`config.mk`:
```
export PLATFORM = sky130hd
export DESIGN_NAME = pcc_seq
export DESIGN_NICKNAME = d
export VERILOG_FILES = /design/src/common/pcc_pkg.sv /design/src/rtl/pcc_tick.sv /design/src/rtl/pcc_seq.sv
export SDC_FILE = /design/constraint.sdc
export NUM_CORES = 1
export LEC_CHECK = 0
export BUFFER_PORTS_ARGS = -buffer_cell sky130_fd_sc_hd__buf_2
export CAP_MARGIN = 20
export CORE_ASPECT_RATIO = 2
export CORE_MARGIN = 5
export CORE_UTILIZATION = 29
export CTS_BUF_LIST = sky130_fd_sc_hd__clkbuf_16
export CTS_CLUSTER_SIZE = 14
export DETAILED_ROUTE_END_ITERATION = 10
export PLACE_DENSITY = 0.44
export SYNTH_ARGS = -nofsm -noshare
export SYNTH_HDL_FRONTEND = slang
export SYNTH_SLANG_ARGS = --single-unit
```
`constraint.sdc`:
```
create_clock -name ref_clk -period 2.4 [get_ports ref_clk]
set_input_delay 0.48 -clock ref_clk [delete_from_list [all_inputs] [get_ports ref_clk]]
set_output_delay 0.48 -clock ref_clk [all_outputs]
set_load 0.1 [all_outputs]
```
`src/common/pcc_pkg.sv`:
```
// constants for the phone call control sequencer
package pcc_pkg;
	localparam int unsigned CLK_HZ = 200_000_000;
	localparam int unsigned MS_PER_S = 1000;
	// interval figures in milliseconds
	localparam int unsigned CUT_MS = 2700;
	localparam int unsigned OVL_MS = 152;
	localparam int unsigned ABORT_LONG_MS = 18000;
	localparam int unsigned ABORT_SHORT_MS = 10000;
	localparam int unsigned LOC_MS = 500;
	localparam int unsigned DIAL_PULSE_MS = 60;
	localparam int unsigned DIAL_GAP_MS = 700;
	localparam int unsigned TONE_MS = 100;
	// a 1 ms tick drives every interval counter
	localparam int unsigned TICK_CYC = CLK_HZ / MS_PER_S;
	// register byte offsets
	localparam logic [7:0] CTRL_OFS = 8'h00;
	localparam logic [7:0] DIAL_OFS = 8'h04;
	localparam logic [7:0] STAT_OFS = 8'h08;
	localparam logic [7:0] IRQ_OFS = 8'h0C;
	localparam logic [7:0] MASK_OFS = 8'h10;
	// control field positions
	localparam int unsigned C_AUTO = 0;
	localparam int unsigned C_LOC = 1;
	localparam int unsigned C_ABL = 2;
	localparam int unsigned C_RING = 4;
	localparam int unsigned C_HANG = 8;
	localparam logic [31:0] CTRL_RST = 32'h0000_0011;
	// abort selection codes
	localparam logic [1:0] AB_NONE = 2'h0;
	localparam logic [1:0] AB_SHORT = 2'h1;
	localparam logic [1:0] AB_LONG = 2'h2;
	// dial command fields
	localparam int unsigned D_GO = 8;
	localparam int unsigned D_TONE = 9;
	// interrupt event bits
	localparam int unsigned E_CONN = 0;
	localparam int unsigned E_DISC = 1;
	localparam int unsigned E_OVL = 2;
	localparam int unsigned E_DIAL = 3;
	localparam int unsigned NEV = 4;
	typedef enum logic [2:0] {
		ST_ONHOOK = 3'b000,
		ST_DIAL = 3'b001,
		ST_CONN = 3'b010,
		ST_BUSY = 3'b011
	} pcc_state_t;
endpackage

```
`src/rtl/pcc_tick.sv`:
```
// prescaler producing a one-cycle enable every millisecond
`timescale 1ns/10ps
module pcc_tick import pcc_pkg::*; #(
	parameter int unsigned DIV = TICK_CYC
) (
	// clock and reset
	input wire logic ref_clk,
	input wire logic reset_n,
	// enable out
	output logic tick
);
	logic [31:0] cnt_reg;
	always_ff @(posedge ref_clk or negedge reset_n) begin
		if (!reset_n) begin
			cnt_reg <= 32'h0000_0000;
			tick <= 1'b0;
		end else if (cnt_reg == DIV - 1) begin
			cnt_reg <= 32'h0000_0000;
			tick <= 1'b1;
		end else begin
			cnt_reg <= cnt_reg + 32'h0000_0001;
			tick <= 1'b0;
		end
	end
endmodule // pcc_tick

```
`src/rtl/pcc_seq.sv`:
```
// call-control sequencer: answer, originate, dial, cut-through and disconnect timing
//
// Decided for this implementation: the placing of the registers and the APB register port.
`timescale 1ns/10ps
// Operation
// RULE1 - auto answer off-hook at ring end, ring count settable two or more
// RULE2 - manual answer pulse trailing edge answers without a ring
// RULE3 - manual originate pulse connects coupler to line
// RULE4 - line busy holds off-hook with audio path open
// RULE5 - automatic dialing by tone or pulse
// RULE6 - cut-through connects 2.7 s after line connection, not before
// RULE7 - sustained overload withdraws cut-through
// RULE8 - abort timer selectable long 18 s, short 10 s, or none
// RULE9 - abort expiry without carrier disconnects the line
// RULE10 - loss-of-carrier disconnect after 0.5 s when enabled
// RULE11 - loss-of-carrier and abort timer act independently
// RULE12 - all intervals counted from the fixed reference clock
module pcc_seq import pcc_pkg::*; #(
	parameter int unsigned TICK_DIV = TICK_CYC
) (
	// clock and reset
	input wire logic ref_clk,
	input wire logic reset_n,
	// apb slave
	input wire logic psel,
	input wire logic penable,
	input wire logic pwrite,
	input wire logic [7:0] paddr,
	input wire logic [31:0] pwdata,
	output logic [31:0] prdata,
	output logic pready,
	output logic pslverr,
	// user option inputs
	input wire logic ring_det,
	input wire logic man_answer,
	input wire logic man_orig,
	input wire logic line_busy,
	// modem module inputs
	input wire logic carrier_det,
	input wire logic overload_det,
	// line coupler and modem module outputs
	output logic off_hook,
	output logic audio_cut_through,
	output logic dtmf_en,
	output logic [3:0] dtmf_digit,
	// interrupt
	output logic irq
);
	logic tick;
	pcc_tick #(.DIV(TICK_DIV)) u_tick (
		.ref_clk(ref_clk),
		.reset_n(reset_n),
		.tick(tick)
	);

	pcc_state_t state_reg;
	logic [31:0] ctrl_reg;
	logic [9:0] dial_reg;
	logic [NEV-1:0] ev_reg, mask_reg, ev_set;
	logic ring_q, ans_q, orig_q, ring_end, ans_fall, orig_rise;
	logic [3:0] ring_cnt_reg;
	logic [15:0] conn_ms_reg, ovl_ms_reg, loc_ms_reg, dial_ms_reg;
	logic [3:0] pulses_reg;
	logic dial_phase_reg, cut_hold_reg;
	logic disc, wr, rd;

	assign wr = psel && penable && pwrite;
	assign rd = psel && penable && !pwrite;
	// edges are taken from registered copies; inputs are synchronous to ref_clk
	assign ring_end = ring_q && !ring_det;
	assign ans_fall = ans_q && !man_answer;
	assign orig_rise = man_orig && !orig_q;

	always_ff @(posedge ref_clk or negedge reset_n) begin
		if (!reset_n) begin
			ring_q <= 1'b0;
			ans_q <= 1'b0;
			orig_q <= 1'b0;
		end else begin
			ring_q <= ring_det;
			ans_q <= man_answer;
			orig_q <= man_orig;
		end
	end

	// register writes
	always_ff @(posedge ref_clk or negedge reset_n) begin
		if (!reset_n) begin
			ctrl_reg <= CTRL_RST;
			mask_reg <= '0;
		end else if (wr && paddr == CTRL_OFS) begin
			ctrl_reg <= pwdata;
		end else if (wr && paddr == MASK_OFS) begin
			mask_reg <= pwdata[NEV-1:0];
		end
	end

	// disconnect decision: either timer alone suffices
	always_comb begin
		disc = 1'b0;
		if (ctrl_reg[C_HANG])
			disc = 1'b0;
		if (ctrl_reg[C_ABL+:2] == AB_LONG && conn_ms_reg == 16'(ABORT_LONG_MS) && !carrier_det)
			disc = 1'b1; // [RULE8] [RULE9] [RULE11]
		if (ctrl_reg[C_ABL+:2] == AB_SHORT && conn_ms_reg == 16'(ABORT_SHORT_MS) && !carrier_det)
			disc = 1'b1; // [RULE8] [RULE9] [RULE11]
		if (ctrl_reg[C_LOC] && loc_ms_reg >= 16'(LOC_MS))
			disc = 1'b1; // [RULE10] [RULE11]
	end

	// call state machine
	always_ff @(posedge ref_clk or negedge reset_n) begin
		if (!reset_n) begin
			state_reg <= ST_ONHOOK;
			ring_cnt_reg <= 4'h0;
			dial_reg <= '0;
		end else begin
			if (wr && paddr == DIAL_OFS && state_reg == ST_ONHOOK)
				dial_reg <= pwdata[9:0];
			unique case (state_reg)
				ST_ONHOOK: begin
					if (line_busy) begin
						state_reg <= ST_BUSY; // [RULE4]
					end else if (ans_fall || orig_rise) begin
						state_reg <= ST_CONN; // [RULE2] [RULE3]
						ring_cnt_reg <= 4'h0;
					end else if (ctrl_reg[C_AUTO] && ring_end) begin
						// a count of 0 or 1 answers on the first ring
						if (ring_cnt_reg + 4'h1 >= ctrl_reg[C_RING+:4]) begin
							state_reg <= ST_CONN; // [RULE1]
							ring_cnt_reg <= 4'h0;
						end else begin
							ring_cnt_reg <= ring_cnt_reg + 4'h1; // [RULE1]
						end
					end else if (wr && paddr == DIAL_OFS && pwdata[D_GO]) begin
						state_reg <= ST_DIAL; // [RULE5]
					end
				end
				ST_DIAL: begin
					if (line_busy)
						state_reg <= ST_BUSY;
					else if (tick && dial_phase_reg && dial_ms_reg == 16'(DIAL_GAP_MS))
						state_reg <= ST_CONN; // [RULE5]
				end
				ST_CONN: begin
					if (line_busy)
						state_reg <= ST_BUSY;
					else if (disc || ctrl_reg[C_HANG])
						state_reg <= ST_ONHOOK;
				end
				ST_BUSY: begin
					if (!line_busy)
						state_reg <= ST_ONHOOK;
				end
				default: state_reg <= ST_ONHOOK;
			endcase
		end
	end

	// dialer: tone burst, or a train of break pulses, then an inter-digit gap
	always_ff @(posedge ref_clk or negedge reset_n) begin
		if (!reset_n) begin
			dial_ms_reg <= '0;
			pulses_reg <= 4'h0;
			dial_phase_reg <= 1'b0;
			dtmf_en <= 1'b0;
			dtmf_digit <= 4'h0;
		end else if (state_reg != ST_DIAL) begin
			dial_ms_reg <= '0;
			pulses_reg <= 4'h0;
			dial_phase_reg <= 1'b0;
			dtmf_en <= 1'b0;
		end else if (tick) begin
			dial_ms_reg <= dial_ms_reg + 16'h0001;
			if (!dial_phase_reg && dial_reg[D_TONE]) begin
				dtmf_en <= 1'b1; // [RULE5]
				dtmf_digit <= dial_reg[3:0];
				if (dial_ms_reg == 16'(TONE_MS)) begin
					dtmf_en <= 1'b0;
					dial_phase_reg <= 1'b1;
					dial_ms_reg <= '0;
				end
			end else if (!dial_phase_reg) begin
				// digit 0 sends ten pulses
				if (dial_ms_reg == 16'(2 * DIAL_PULSE_MS)) begin
					dial_ms_reg <= '0;
					pulses_reg <= pulses_reg + 4'h1; // [RULE5]
					if (pulses_reg + 4'h1 == ((dial_reg[3:0] == 4'h0) ? 4'hA : dial_reg[3:0]))
						dial_phase_reg <= 1'b1;
				end
			end
		end
	end

	// connection, overload and carrier-loss timers in milliseconds
	always_ff @(posedge ref_clk or negedge reset_n) begin
		if (!reset_n) begin
			conn_ms_reg <= '0;
			ovl_ms_reg <= '0;
			loc_ms_reg <= '0;
			cut_hold_reg <= 1'b0;
		end else if (state_reg != ST_CONN) begin
			conn_ms_reg <= '0;
			ovl_ms_reg <= '0;
			loc_ms_reg <= '0;
			cut_hold_reg <= 1'b0;
		end else if (tick) begin
			if (conn_ms_reg != 16'hFFFF)
				conn_ms_reg <= conn_ms_reg + 16'h0001; // [RULE12]
			ovl_ms_reg <= overload_det ? ovl_ms_reg + 16'h0001 : 16'h0000;
			if (overload_det && ovl_ms_reg == 16'(OVL_MS - 1))
				cut_hold_reg <= 1'b1; // [RULE7]
			else if (!overload_det)
				cut_hold_reg <= 1'b0;
			loc_ms_reg <= (carrier_det || loc_ms_reg == 16'hFFFF) ? 16'h0000 : loc_ms_reg + 16'h0001;
		end
	end

	// line outputs; each pulse period makes first, then breaks, so the first break is seen after seizure
	always_ff @(posedge ref_clk or negedge reset_n) begin
		if (!reset_n) begin
			off_hook <= 1'b0;
			audio_cut_through <= 1'b0;
		end else begin
			off_hook <= (state_reg == ST_CONN) || (state_reg == ST_BUSY) || // [RULE4]
				(state_reg == ST_DIAL && (dial_reg[D_TONE] || dial_phase_reg || dial_ms_reg < 16'(DIAL_PULSE_MS)));
			audio_cut_through <= (state_reg == ST_CONN) && conn_ms_reg >= 16'(CUT_MS) && !cut_hold_reg; // [RULE6] [RULE7]
		end
	end

	// events are sticky; a read clears only the bits it returned, so an event landing mid-read is kept
	always_comb begin
		ev_set = '0;
		ev_set[E_CONN] = state_reg == ST_CONN && tick && conn_ms_reg == 16'(CUT_MS);
		ev_set[E_DISC] = state_reg == ST_CONN && disc;
		ev_set[E_OVL] = tick && overload_det && state_reg == ST_CONN && ovl_ms_reg == 16'(OVL_MS - 1);
		ev_set[E_DIAL] = state_reg == ST_DIAL && tick && dial_phase_reg && dial_ms_reg == 16'(DIAL_GAP_MS);
	end

	always_ff @(posedge ref_clk or negedge reset_n) begin
		if (!reset_n) begin
			ev_reg <= '0;
			irq <= 1'b0;
		end else begin
			ev_reg <= ((rd && paddr == IRQ_OFS) ? (ev_reg & ~prdata[NEV-1:0]) : ev_reg) | ev_set;
			irq <= |(ev_reg & mask_reg);
		end
	end

	// apb read data and response; zero wait states
	always_ff @(posedge ref_clk or negedge reset_n) begin
		if (!reset_n) begin
			prdata <= 32'h0000_0000;
			pready <= 1'b0;
			pslverr <= 1'b0;
		end else begin
			pready <= psel && !penable;
			pslverr <= psel && !penable && !(paddr == CTRL_OFS || paddr == DIAL_OFS ||
				paddr == STAT_OFS || paddr == IRQ_OFS || paddr == MASK_OFS);
			unique case (paddr)
				CTRL_OFS: prdata <= ctrl_reg;
				DIAL_OFS: prdata <= {22'h0, dial_reg};
				STAT_OFS: prdata <= {24'h0, carrier_det, line_busy, audio_cut_through, off_hook,
					1'b0, state_reg};
				IRQ_OFS: prdata <= {28'h0, ev_reg};
				MASK_OFS: prdata <= {28'h0, mask_reg};
				default: prdata <= 32'h0000_0000;
			endcase
		end
	end
endmodule // pcc_seq

```
==> metrics <==
Buf/Inv on CP 0; Clock Path Buffers 3; root buffer cell clkbuf_16; WHS 0.08357 ns; Setup crit end kind flip-flop; Core Region 33520 um^2; pwr/cell area 673.6 nW/um^2; Critical R2R Launch conn_ms_reg[9]$_DFFE_PN0P_; fin area 11890 um^2; Chip Height 270.3 um; Clk Latency, worst-skew pair 0.52 ns; run status finished, final reports clean; Post-Syn Nets 994; final core utilization 35.46%; Placed Cells 1470; Worst setup endpoint conn_ms_reg[1]$_DFFE_PN0P_; drt first pass iters 4; R2R Setup Slk 0.28 ns; DRT Wirelength 26.98 mm; leakage 5.418 nW; Final nets 1124; slowest stage delay, CP 0.73 ns; RSZ-0062 raised after global routing false; vias in the first global route 7991; layout cell share with drive strength beyond 1 21.49%; MaxCap Viol Count 0; Vias 7374; post-synthesis sequential area ratio 51.97%; Placer Congestion 0.7918; CTS H-tree lvls 1; Syn-to-layout area delta 20.97%; Hold WC Path Type in2reg; CTS Buf Count 22; Crit. Startpoint conn_ms_reg[9]$_DFFE_PN0P_; Hold Path Cell Cnt 1; critical path class reg2reg; clock slew at reported path FFs 0.06 ns; Die ar. 37890 um^2; DRT iter0 DRCs 309; Top delay family on crit path simple AND/OR/NAND/NOR gates; setup TNS 0 ns; CTS tree yes; final setup vio count 0; CP Launch Type flip-flop; final worst-path cycle share 88.53%; # diodes 0; clk sinks 204; yosys warns 0; Fin Clk Skew 0.02402 ns; Initial Util 29.32%; I/O Buffers 92; WL/cell 17.86 um; aggregate global-route resource usage 14.36%; row cnt 95; number of synthesized flops with an enable pin 0; CP Data Arrival Time 2.51 ns; Final Max Tran Viols 0; Yosys reg bits 204; setup ws final 0.2753 ns; global-route wire length before repair 44.08 mm; Fmax 470.7 MHz; post-synthesis cell area 9827 um^2; DR DRC count 0; Ports 93; CP max FO 8; peak supply drop 545.2 uV; final worst path period need 2.125 ns; pin count of the biggest net entering global routing 63; Rel. slew slack 60.76%; vias per cell 4.880; dpl hpwl 20.02 mm; Final Non-Filler Cells 1511; total power 8.008 mW; crit-path cells nand3_1 > or4_1 > o21ai_0 > mux2i_1 > nor2_1; initial antenna violation count 0; worst-margin pin slew 0.5886 ns; Final Hold Viols 0; most common flop cell mapped by yosys dfrtp_1; Worst EP required 2.79 ns; count of different cell masters after synthesis 68; RR Endpoint conn_ms_reg[1]$_DFFE_PN0P_; slowest stage cell on the critical path or4_1; synthesized instance count 929; Mapped Avg Cell Area 10.58 um^2; placement-stage worst setup slack 0.06947 ns; Die W 140.2 um; DP Area 11080 um^2; R2R depth 5; grt total ovfl 0; ANT nets after route 0; CP Depth 5; ys async rst share 100.0%
## cells in the final DEF (no fill, tap or decap), types with 8 or more instances in the layout
| cell type | Yosys | final |
|---|---|---|
| nand2_1 | 80 | 80 |
| ha_1 | 14 | 14 |
| nand3_1 | 57 | 57 |
| buf_2 | 1 | 91 |
| mux2_4 | 20 | 20 |
| xnor2_1 | 42 | 42 |
| nand2b_1 | 9 | 9 |
| clkbuf_16 | 0 | 22 |
| nor3_1 | 23 | 23 |
| nor2b_1 | 8 | 8 |
| dfrtp_1 | 202 | 202 |
| o21ai_0 | 34 | 34 |
| or3_1 | 16 | 16 |
| xor2_1 | 31 | 31 |
| and3_1 | 18 | 18 |
| inv_1 | 18 | 19 |
| nor2_1 | 87 | 87 |
| mux2_2 | 24 | 24 |
| buf_4 | 0 | 42 |
| and2_1 | 30 | 29 |
| nor4_1 | 13 | 13 |
| mux2i_1 | 13 | 13 |
| nand4_1 | 27 | 27 |
| a21oi_1 | 27 | 27 |
## kinds of logic (layout without fill, tap and decap cells)
logic type,count (synthesis),count (layout),synth area share (%)
flip-flops,204,204,51.97
adder cells (fa/ha/maj),14,14,1.783
buffers and inverters,53,199,2.610
AO/OA/AOI/OAI,113,113,7.321
XOR/XNOR,73,73,6.506
AND/OR/NAND/NOR,411,411,22.22
multiplexers,61,61,7.588
## metal layers
layer / up-vias / track usage [%] / part of all wire [%]
met3: 31 / 2.073 / 3.2
li1: 3540 / - / -
met2: 114 / 28.21 / 57
met1: 3689 / 15.54 / 38
met4: 0 / 4.186 / 2.2
met5: - / 0 / 0
## area by class of cell
class                      count  area (um^2)
fill                        3445        21630
sequential                   204         5107
multi-input combinational    672         4469
timing repair buffer         140        894.6
clock buffer                  22        550.5
tap                          436        545.5
clock inverter                18        249.0
inverter                      19        71.32
## worst min-delay path by stage
stage,start,endpoint,slack (ns)
2_1_floorplan,reset_n,ans_q$_DFF_PN0_,0.18
3_3_place_gp,ctrl_reg[31]$_DFFE_PN0P_,prdata[31]$_DFF_PN0_,0.46
3_5_place_dp,u_tick.cnt_reg[4]$_DFF_PN0_,u_tick.cnt_reg[4]$_DFF_PN0_,0.46
4_1_cts,ring_det,ring_q$_DFF_PN0_,0.05
5_1_grt,ring_det,ring_q$_DFF_PN0_,0.04
6_report,ring_det,ring_q$_DFF_PN0_,0.08
## cells in the mapped netlist, drive strengths merged (8+ instances only)
| master | instances | area, um^2 |
|---|---|---|
| and3 | 18 | 112.6 |
| or3 | 16 | 100.1 |
| clkbuf | 26 | 98.84 |
| mux2 | 48 | 615.6 |
| dfrtp | 202 | 5055 |
| buf | 8 | 86.33 |
| xnor2 | 42 | 367.9 |
| nand4 | 27 | 168.9 |
| nand2b | 9 | 56.30 |
| ha | 14 | 175.2 |
| nor4 | 14 | 102.6 |
| inv | 18 | 67.56 |
| o21ai | 36 | 183.9 |
| a21oi | 27 | 135.1 |
| xor2 | 31 | 271.5 |
| and2 | 31 | 193.9 |
| nand3 | 58 | 295.3 |
| or4 | 8 | 63.81 |
| nand2 | 80 | 300.3 |
| nor2 | 87 | 326.6 |
| nor3 | 23 | 115.1 |
| nor4b | 8 | 91.33 |
| nor2b | 8 | 50.05 |
| mux2i | 13 | 130.1 |
| o211ai | 8 | 65.06 |
## where the power goes
| group | total, mW | leakage (nW) | internal [mW] | switching, mW |
|---|---|---|---|---|
| clock | 3.80 | 0.396 | 2.33 | 1.47 |
| combinational | 0.690 | 2.23 | 0.219 | 0.471 |
| sequential | 3.52 | 2.79 | 3.47 | 0.0493 |
## worst reg2reg max path, delay by kind of cell (launching register included)
family / cells / cell delay, ns
flops: 1 / 0.43
mux: 1 / 0.23
simple gates: 3 / 0.93
compound gates: 1 / 0.41
## repair_timing
item / 4_1_cts / 5_1_grt
gates resized for setup: 0 / 0
hold endpoints to repair: 40 / 0
setup buffers: 0 / 0
hold buffers: 1 / 0
Power figures use the tool's default switching activity.
